File: src/common/pmcfg_consts.vh
`ifndef PMCFG_CONSTS_VH
`define PMCFG_CONSTS_VH
// command codes
`define PMCFG_CMD_MISC      8'hD1
`define PMCFG_CMD_GROUP     8'hD3
`define PMCFG_CMD_OKDLY     8'hD4
`define PMCFG_CMD_RAMP      8'hD5
`define PMCFG_CMD_IND       8'hD6
`define PMCFG_CMD_SNAPMASK  8'hD7
// writable bit masks, reserved bits cleared
`define PMCFG_MISC_WMASK    16'hFC87
`define PMCFG_GROUP_WMASK   16'hFF0F
`define PMCFG_SNAP_WMASK    16'h3FFF
// field positions
`define PMCFG_MINDUTY_HI    15
`define PMCFG_MINDUTY_LO    11
`define PMCFG_DRV_EN_BIT    10
`define PMCFG_MINDUTY_EN    7
`define PMCFG_PG_PP_BIT     2
`define PMCFG_XT_EN_BIT     1
`define PMCFG_XT_FLT_BIT    0
`define PMCFG_PHASE_HI      15
`define PMCFG_PHASE_LO      13
`define PMCFG_RAIL_HI       12
`define PMCFG_RAIL_LO       8
`define PMCFG_NPH_HI        3
`define PMCFG_NPH_LO        0
// reset values
`define PMCFG_MISC_RST      16'h0400
`define PMCFG_GROUP_RST     16'h0000
`define PMCFG_OKDLY_RST     16'h0000
`define PMCFG_RAMP_RST      8'h01
`define PMCFG_IND_RST       16'h0000
`define PMCFG_SNAP_RST      16'h0000
// timing
`define PMCFG_CLK_HZ        50000000
`define PMCFG_MS_PER_S      1000
`define PMCFG_OKDLY_MAX_MS  16'h1388
`endif

File: src/core/pmcfg_regs.v
`timescale 1ns/1ps
`include "pmcfg_consts.vh"
// Notes on behaviour
// - min on-time is 2*(value+1)/512 period
// - min duty only when bit 7 set
// - bit 10 gates power switch drive
// - bit 2: 0 open-drain, 1 push-pull
// - bit 1 enables external temperature sensor
// - bit 0 picks external sensor for faults
// - rail id 0..31, same across group
// - phase position is bits 14..13 plus one
// - phases field only 1,3,5,7 allowed
// - power-good waits programmed delay after threshold
// - delay rounded to whole millisecond
// - sharing selects shared ramp using gain
// - smaller gain gives longer rise time
// - fast loop off during shared ramp until power-good
// - no soft-off ramp when sharing
// - inductor value range 0..100 microhenry
// - mask bit 1 blocks snapshot trigger
// - bits 13..8 group,phase,cpu,crc,monuv,monov
// - bits 7..0 uc,oc,vinuv,vinov,ut,ot,vuv,vov
module pmcfg_regs #(
    parameter CYC_PER_MS = `PMCFG_CLK_HZ / `PMCFG_MS_PER_S,
    parameter IND_MAX    = 16'd100
) (
    input  wire        mclk,
    input  wire        rst_n,
    input  wire        wr_stb,
    input  wire        rd_stb,
    input  wire [7:0]  cmd_code,
    input  wire [15:0] wr_data,
    output reg  [15:0] rd_data_r,
    output reg         rd_ack_r,
    output reg         cmd_err_r,
    input  wire        out_above_pg_on,
    input  wire        sharing_cfg,
    input  wire        ramp_active,
    input  wire [13:0] fault_events,
    output wire [4:0]  min_on_code,
    output wire        min_duty_en,
    output wire        drive_en,
    output wire        power_good_pin_o,
    output wire        power_good_pin_oe_n,
    output wire        ext_temp_en,
    output wire        ext_temp_for_faults,
    output wire [4:0]  group_comm_bus_id,
    output wire [2:0]  phase_position,
    output wire [3:0]  phases_on_rail,
    output wire        phases_cfg_bad,
    output wire [7:0]  ramp_gain,
    output wire        shared_ramp_mode,
    output wire        fast_loop_en,
    output wire        soft_off_en,
    output wire [15:0] inductance,
    output reg         snapshot_trig_r
);

////////////////////////////////////////////////////////////////////////////////
reg [15:0] misc_r;
reg [15:0] group_r;
reg [15:0] okdly_r;
reg [7:0]  ramp_r;
reg [15:0] ind_r;
reg [15:0] snap_r;
reg        pg_r;
reg [15:0] ms_cnt_r;
reg [31:0] cyc_cnt_r;
reg [2:0]  sync_r;
reg        above_r;
wire       known;

assign known = (cmd_code == `PMCFG_CMD_MISC) || (cmd_code == `PMCFG_CMD_GROUP) ||
               (cmd_code == `PMCFG_CMD_OKDLY) || (cmd_code == `PMCFG_CMD_RAMP) ||
               (cmd_code == `PMCFG_CMD_IND) || (cmd_code == `PMCFG_CMD_SNAPMASK);

// register writes; reserved bits masked off so they always read zero
always @(posedge mclk) begin
    if (!rst_n) begin
        misc_r  <= `PMCFG_MISC_RST;
        group_r <= `PMCFG_GROUP_RST;
        okdly_r <= `PMCFG_OKDLY_RST;
        ramp_r  <= `PMCFG_RAMP_RST;
        ind_r   <= `PMCFG_IND_RST;
        snap_r  <= `PMCFG_SNAP_RST;
    end else if (wr_stb) begin
        case (cmd_code)
            `PMCFG_CMD_MISC:  misc_r <= wr_data & `PMCFG_MISC_WMASK;
            `PMCFG_CMD_GROUP: begin
                // odd field values (1,3,5,7) only, even phase counts; bad values are dropped, not stored
                if (wr_data[`PMCFG_NPH_LO] && (wr_data[`PMCFG_NPH_HI] == 1'b0)) begin
                    group_r <= wr_data & `PMCFG_GROUP_WMASK;
                end
            end
            `PMCFG_CMD_OKDLY: begin
                // beyond the documented span is clamped at the top
                if (wr_data > `PMCFG_OKDLY_MAX_MS) begin
                    okdly_r <= `PMCFG_OKDLY_MAX_MS;
                end else begin
                    okdly_r <= wr_data;
                end
            end
            `PMCFG_CMD_RAMP:  ramp_r <= wr_data[7:0];
            `PMCFG_CMD_IND: begin
                if (wr_data > IND_MAX) begin
                    ind_r <= IND_MAX;
                end else begin
                    ind_r <= wr_data;
                end
            end
            `PMCFG_CMD_SNAPMASK: snap_r <= wr_data & `PMCFG_SNAP_WMASK;
            default: ;
        endcase
    end
end

////////////////////////////////////////////////////////////////////////////////
// read path and unknown-command flag, one cycle after the strobe
always @(posedge mclk) begin
    if (!rst_n) begin
        rd_data_r <= 16'h0000;
        rd_ack_r  <= 1'b0;
        cmd_err_r <= 1'b0;
    end else begin
        rd_ack_r  <= rd_stb;
        cmd_err_r <= (rd_stb | wr_stb) & ~known;
        if (rd_stb) begin
            case (cmd_code)
                `PMCFG_CMD_MISC:     rd_data_r <= misc_r;
                `PMCFG_CMD_GROUP:    rd_data_r <= group_r;
                `PMCFG_CMD_OKDLY:    rd_data_r <= okdly_r;
                `PMCFG_CMD_RAMP:     rd_data_r <= {8'h00, ramp_r};
                `PMCFG_CMD_IND:      rd_data_r <= ind_r;
                `PMCFG_CMD_SNAPMASK: rd_data_r <= snap_r;
                default:             rd_data_r <= 16'h0000;
            endcase
        end
    end
end

////////////////////////////////////////////////////////////////////////////////
// threshold input comes from the analog side; 3 stages, agree on last two
always @(posedge mclk) begin
    if (!rst_n) begin
        sync_r  <= 3'b000;
        above_r <= 1'b0;
    end else begin
        sync_r <= {sync_r[1:0], out_above_pg_on};
        if (sync_r[2] == sync_r[1]) begin
            above_r <= sync_r[2];
        end
    end
end

// delay counted in whole ms; the register already holds integer ms
always @(posedge mclk) begin
    if (!rst_n) begin
        cyc_cnt_r <= 32'h00000000;
        ms_cnt_r  <= 16'h0000;
        pg_r      <= 1'b0;
    end else if (!above_r) begin
        cyc_cnt_r <= 32'h00000000;
        ms_cnt_r  <= 16'h0000;
        pg_r      <= 1'b0;
    end else if (!pg_r) begin
        if (ms_cnt_r >= okdly_r) begin
            pg_r <= 1'b1;
        end else if (cyc_cnt_r == CYC_PER_MS - 1) begin
            cyc_cnt_r <= 32'h00000000;
            ms_cnt_r  <= ms_cnt_r + 16'h0001;
        end else begin
            cyc_cnt_r <= cyc_cnt_r + 32'h00000001;
        end
    end
end

// pin: open-drain releases for high, push-pull drives both levels
assign power_good_pin_o    = pg_r;
assign power_good_pin_oe_n = misc_r[`PMCFG_PG_PP_BIT] ? 1'b0 : pg_r;

////////////////////////////////////////////////////////////////////////////////
// field decode to the converter core
assign min_on_code         = misc_r[`PMCFG_MINDUTY_HI:`PMCFG_MINDUTY_LO];
assign min_duty_en         = misc_r[`PMCFG_MINDUTY_EN];
assign drive_en            = misc_r[`PMCFG_DRV_EN_BIT];
assign ext_temp_en         = misc_r[`PMCFG_XT_EN_BIT];
assign ext_temp_for_faults = misc_r[`PMCFG_XT_FLT_BIT];
assign group_comm_bus_id   = group_r[`PMCFG_RAIL_HI:`PMCFG_RAIL_LO];
assign phase_position      = {1'b0, group_r[14:13]} + 3'd1;
assign phases_on_rail      = group_r[`PMCFG_NPH_HI:`PMCFG_NPH_LO] + 4'd1;
assign phases_cfg_bad      = ~group_r[`PMCFG_NPH_LO] | group_r[`PMCFG_NPH_HI];
// core scales rise time inversely with this gain
assign ramp_gain           = ramp_r;
assign shared_ramp_mode    = sharing_cfg;
assign fast_loop_en        = ~(sharing_cfg & ramp_active & ~pg_r);
assign soft_off_en         = ~sharing_cfg;
assign inductance          = ind_r;

// snapshot request: any unmasked fault event
always @(posedge mclk) begin
    if (!rst_n) begin
        snapshot_trig_r <= 1'b0;
    end else begin
        snapshot_trig_r <= |(fault_events & ~snap_r[13:0]);
    end
end

endmodule // pmcfg_regs

File: config.mk
export PLATFORM = sky130hd
export DESIGN_NAME = pmcfg_regs
export DESIGN_NICKNAME = d
export VERILOG_FILES = /design/src/core/pmcfg_regs.v
export VERILOG_INCLUDE_DIRS = /design/src /design/src/common
export SDC_FILE = /design/constraint.sdc
export NUM_CORES = 1
export LEC_CHECK = 0
export BUFFER_PORTS_ARGS = -buffer_cell sky130_fd_sc_hd__buf_2
export CAP_MARGIN = 20
export CORE_ASPECT_RATIO = 1.5
export CORE_MARGIN = 5
export CORE_UTILIZATION = 45
export CTS_CLUSTER_SIZE = 14
export DETAILED_ROUTE_END_ITERATION = 8
export MAX_ROUTING_LAYER = met4
export PLACE_DENSITY = 0.67
export REMOVE_ABC_BUFFERS = 1
export SETUP_SLACK_MARGIN = 0.02
export SLEW_MARGIN = 5
export SYNTH_ARGS = -nofsm -noshare
export SYNTH_HDL_FRONTEND = slang
export SYNTH_SLANG_ARGS = --single-unit
File: constraint.sdc
create_clock -name mclk -period 3.1 [get_ports mclk]
set_input_delay 0.465 -clock mclk [delete_from_list [all_inputs] [get_ports mclk]]
set_output_delay 0.465 -clock mclk [all_outputs]
set_load 0.05 [all_outputs]
## After elaboration in Yosys (flattened, before gate mapping)

Index checks and enable logic that the tools add are counted.

- Flip-flop bits (word level): 148
- Input bits: 45

- $add $sub $neg: 4
- Magnitude comparators: 3
- Eq/ne operators: 8
- Mux-type cells: 7
- Bitwise gates (word level): 14
- Reduce and logical (&&, ||, !) cells: 16

Operators by type and width:

| kind | count |
|---|---|
| one-hot mux 16 bit (6 select lines) | 1 |
| equality test 8 bit (second input constant) | 6 |
| adder 32 x 1 -> 32 bit (second input constant) | 1 |
| equality test 32 x 16 -> 1 bit (second input constant) | 1 |
| two-way mux 16 bit | 2 |
| two-way mux 32 bit | 1 |
| adder 16 x 1 -> 16 bit (second input constant) | 1 |
| greater-or-equal comparator 16 bit | 1 |
| > comparator 16 x 13 -> 1 bit (second input constant) | 1 |
| > comparator 16 x 7 -> 1 bit (second input constant) | 1 |
| AND 14 bit | 1 |
| NOT 14 bit | 1 |
| AND reduction 2 bit | 7 |
| OR reduction 14 bit | 1 |
| NOT 1 bit | 7 |
| AND reduction 3 bit | 2 |
| logical OR 1 bit | 5 |
| adder 4 x 1 -> 4 bit (second input constant) | 1 |
| adder 2 x 1 -> 3 bit (second input constant) | 1 |
| AND 1 bit | 3 |
| two-way mux 1 bit | 3 |
| OR 1 bit | 2 |
| equality test 1 bit | 1 |
| logical AND 1 bit | 1 |

## Longest topological paths before layout

- Depth in word-level cells: 8
- Depth in mapped cells: 10
- Mapped depth without buffers: 8

## Worst setup path before layout

Ideal clock, no wire load.

- Path kind: reg2reg
- From: register ms_cnt_r[0]
- To: register cyc_cnt_r[17]
- Library setup time: 0.070 ns
- Arrival: 2.429 ns
- Required time: 3.030 ns
- Setup slack: 0.600 ns
- Stages on the path, launching flop included: 11
- Path buffers: 2
- Period minus slack after synthesis: 2.500 ns
- Cells stage by stage: dfxtp_1 -> inv_1 -> ha_1 -> nand2b_1 -> a2111o_1 -> a311oi_2 -> buf_6 -> nand3b_4 -> buf_6 -> or4_1 -> a21oi_1

- Word-level cells in the longest chain between the ends: 3

RTL lines:

| element | RTL line | source |
|---|---|---|
| from (decl) | pmcfg_regs.v:67 | `reg [15:0] ms_cnt_r;` |
| from (signal assigned) | pmcfg_regs.v:170 | `ms_cnt_r <= ms_cnt_r + 16'h0001;` |
| greater-or-equal comparator 16 bit | pmcfg_regs.v:166 | `if (ms_cnt_r >= okdly_r) begin` |
| NOT 1 bit (no line) | - |  |
| AND reduction 2 bit (no line) | - |  |
| to (signal assigned) | pmcfg_regs.v:172 | `cyc_cnt_r <= cyc_cnt_r + 32'h00000001;` |
| to (decl) | pmcfg_regs.v:68 | `reg [31:0] cyc_cnt_r;` |

No other way between the ends.
A chain may end at the register's enable or synchronous reset.

## Worst setup path after layout

Same ends and word-level chain as after synthesis.

==> run_results.csv <==
group,metric,value,unit
cells_and_area,nFillCells,1521,
floorplanning,die_h,165.9,microns
drt,wire_per_inst,18.08,microns
drt,viasPerCell,5.861,
worst_setup_path,cp.required,3.46,ns
worst_setup_path,crit_path_max_fanout,20,
cells_and_area,multiInputGateArea,0.003872,sq mm
worst_setup_path,crit_path_start_kind,"flip-flop",
clock_network,htree_levels,4,
global_route,grtUsageTotal,0.2318,
cells_and_area,nNetsFinal,1004,
clock_network,post_cts_buffers,0,
global_route,antenna_found_initial,0,
synth,synth_compound_area_frac,0.1699,
sta,period_share,0.8630,
synth,synth_fa_ha_area_frac,0.03432,
floorplanning,start_util,0.4544,
placement,dpl.hpwl,15600,microns
clock_network,cts_tree,"yes",
placement,post-place-cells,1126,
drt,drc,0,
drt,via_count,6787,
synth,yosysUniqueCellTypes,66,
global_route,grt_pass1_wl,34620,microns
sta,layout_min_cycle_time,2.675,ns
synth,synth_seq_cells,148,
cells_and_area,finalNonFillerCells,1158,
synth,synth_edf_count,0,
sta,rsz0062_at_grt,"no",
synth,ys.flop_type,"dfxtp_1",
worst_setup_path,arrival,3.03,ns
power,p_clk_frac,0.499,
sta,max_freq,373.8,MHz
drt,drtAntennaViolNets,0,
synth,synthMuxAreaShare,0.07224,
cells_and_area,area_delta_synth_final,17.72,%
clock_network,cts.path.max_buffers,2,
synth,synth_top_family_by_area,"simple AND/OR/NAND/NOR gates",
power,internal_power,0.003131,W
hold_path,hold_class,"primary input to flip-flop",
power,pwr-share-comb,0.042,
sta,setup-tns-final,0,ns
synth,async_reset_ff_frac,0,
floorplanning,core,0.01605,sq mm
sta,final_hold_viol_count,0,
drt,drt-initial-drc-count,402,
power,seqPwrFrac,0.459,
clock_network,hold_buffers,0,
clock_network,cts.repair.resized,0,
synth,synth_area_per_cell,8.529,sq um
sta,skew,0.01036,ns
clock_network,clock_latency,0.42,ns
cells_and_area,register_area,0.002963,sq mm
placement,gp_congestion,0.9206,
clock_network,clock-sinks,148,
hold_path,hold_path_depth,2,
floorplanning,num_rows,57,
global_route,overflow,0,
sta,hold_ws,0.2564,ns
global_route,grt_pass1_vias,6730,
cells_and_area,layout-drive-gt1-share,0.1985,
drt,totalWireLength,20940,microns
sta,maxSlewViolCount,0,
clock_network,numCtsBuffers,17,
power,ir_drop,0.0004130,V
worst_setup_path,critPathKind,"flip-flop to flip-flop",
power,power.density,485.3,mW/mm^2
synth,yosysWarnings,0,
power,p_sw,0.001035,W
synth,yosysSeqAreaShare,0.4063,
worst_setup_path,reg2reg_depth,9,
status,status,"complete, no violations",
job,drv_cap,0,
synth,netlist_instances,855,
floorplanning,chipWidth,113.9,microns
power,p_leak,3.228,nW
placement,port_buffers,114,
clock_network,cts_root_buf,"clkbuf_16",
power,switching_share,0.2485,
clock_network,cts.reportedPaths.clkPinSlew,0.07,ns
sta,worst_slew_pin_slew,0.6591,ns
floorplanning,dieArea,0.01890,sq mm
worst_setup_path,crit_path_end_kind,"flip-flop",
sta,setup_violations,0,
cells_and_area,antenna_cells,0,
synth,synth-xor-area-share,0.008408,
sta,slew_headroom,0.5594,
drt,firstDrtPassIters,7,
floorplanning,pin_count,115,
synth,mappedNetlistArea,0.007292,sq mm
global_route,grt_max_degree,49,
synth,yosys.area_share.simple,0.2425,
==> worst paths after layout <==
check | from | to | slack [ns]
hold / removal | out_above_pg_on | sync_r[0]$_SDFF_PN0_ | 0.26
setup / recovery | ms_cnt_r[0]$_SDFFE_PN0P_ | cyc_cnt_r[17]$_SDFFE_PN0P_ | 0.42
setup reg to reg | ms_cnt_r[0]$_SDFFE_PN0P_ | cyc_cnt_r[17]$_SDFFE_PN0P_ | 0.42
hold reg to reg | sync_r[0]$_SDFF_PN0_ | sync_r[1]$_SDFF_PN0_ | 0.44
==> through the flow <==
step | setup WS [ns] | total power (W) | utilization | cell area (sq um)
after CTS | 0.4267 | 0.004193 | 0.5350 | 8584
after global placement | 0.4674 | 0.002128 | 0.4978 | 7988
after floorplan | -1.373 | 0.002021 | - | 6977
final | 0.4247 | 0.004166 | 0.5350 | 8584
after global routing | 0.2184 | 0.004311 | 0.5350 | 8584
after detailed placement | 0.4336 | 0.002129 | 0.4978 | 7988
==> sequential cells by signal, indices dropped and copies added, names as in the netlist <==
name / count
above_r: 1
misc_r: 10
snap_r: 14
rd_ack_r: 1
sync_r: 3
inductance: 16
cyc_cnt_r: 32
snapshot_trig_r: 1
rd_data_r: 16
group_r: 12
cmd_err_r: 1
power_good_pin_o: 1
ms_cnt_r: 16
okdly_r: 16
ramp_gain: 8
==> final cells by class <==
class,count,share of cell area
multi-input combinational,594,0.4511
sequential,148,0.3451
timing repair buffer,133,0.08454
clock buffer,18,0.05116
tap,206,0.03002
inverter,45,0.01968
clock inverter,14,0.01836
==> placed cells by master (no fill, tap or decap), types with 4 or more instances in the layout <==
cell type / count
inv_6: 4
mux4_2: 5
o31ai_1: 5
nor2_1: 72
and4b_1: 4
a22o_1: 8
nand2b_1: 5
a221oi_1: 9
o211ai_1: 9
nor4_1: 14
a22oi_1: 5
o221a_2: 4
nand2_1: 59
dfxtp_1: 148
buf_4: 18
and2_1: 14
or3_1: 23
inv_1: 43
nand3_1: 45
inv_8: 6
nor3_1: 16
nand4_1: 15
a21oi_1: 66
and3_1: 20
buf_2: 114
ha_1: 20
xor2_1: 4
o21ai_0: 46
o22ai_1: 7
mux2i_1: 38
a31oi_1: 7
o41ai_1: 9
clkbuf_16: 17
nor2b_1: 5
or4_1: 8
==> per-layer routing <==
metal  global-route usage  wire [microns]  part of all wire  vias up
met5                    -               0                 0        -
met4               0.1090             892             0.043        0
met3              0.03646             927             0.044       64
met2               0.4097           11040              0.53      224
met1               0.2491            8078              0.39     3205
li1                     -               -                 -     3294
==> critical path, stage by stage, from the launching register on <==
cell and delay [ns]:
dfxtp_1 0.36, inv_1 0.08, ha_1 0.26, nand2b_1 0.13, a2111o_1 0.41, a311oi_2 0.23, buf_4 0.22, nand3b_4 0.23
or4_1 0.55, a21oi_1 0.15
==> Yosys cell counts (all sizes together) (5+ instances only) <==
master / number / area [sq um]
nand2b: 5 / 31.28
nand3: 45 / 225.2
nor2: 72 / 270.3
inv: 43 / 161.4
a21oi: 66 / 330.3
a221oi: 9 / 78.83
a22oi: 5 / 37.54
o31ai: 5 / 37.54
a22o: 8 / 70.07
nand2: 59 / 221.5
o21ai: 47 / 235.2
clkbuf: 49 / 183.9
nand4: 17 / 118.9
o41ai: 9 / 78.83
o22ai: 7 / 43.79
nor2b: 5 / 31.28
nor4: 16 / 130.1
buf: 19 / 131.4
nor3: 17 / 90.09
or3: 23 / 143.9
a31oi: 7 / 43.79
o211ai: 9 / 67.56
dfxtp: 148 / 2963
ha: 20 / 250.2
mux4: 5 / 112.6
and3: 20 / 125.1
mux2i: 38 / 380.4
or4: 8 / 60.06
and2: 16 / 100.1
==> power groups by stage <==
| stage | registers, W | logic, W | clock network [W] |
|---|---|---|---|
| floorplan | 0.00197 | 0.0000523 | 0 |
| global placement | 0.00195 | 0.000175 | 0 |
| detailed placement | 0.00195 | 0.000175 | 0 |
| CTS | 0.00191 | 0.000175 | 0.00211 |
| global route | 0.00191 | 0.000189 | 0.00221 |
| finish | 0.00191 | 0.000177 | 0.00208 |
==> cells by family after synthesis <==
group / Yosys count
mux: 46
xor+xnor: 7
simple gates: 327
fa+ha+maj: 20
compound gates: 194
buf+inv: 113
flops: 148
(Power assumes the default switching activity.)
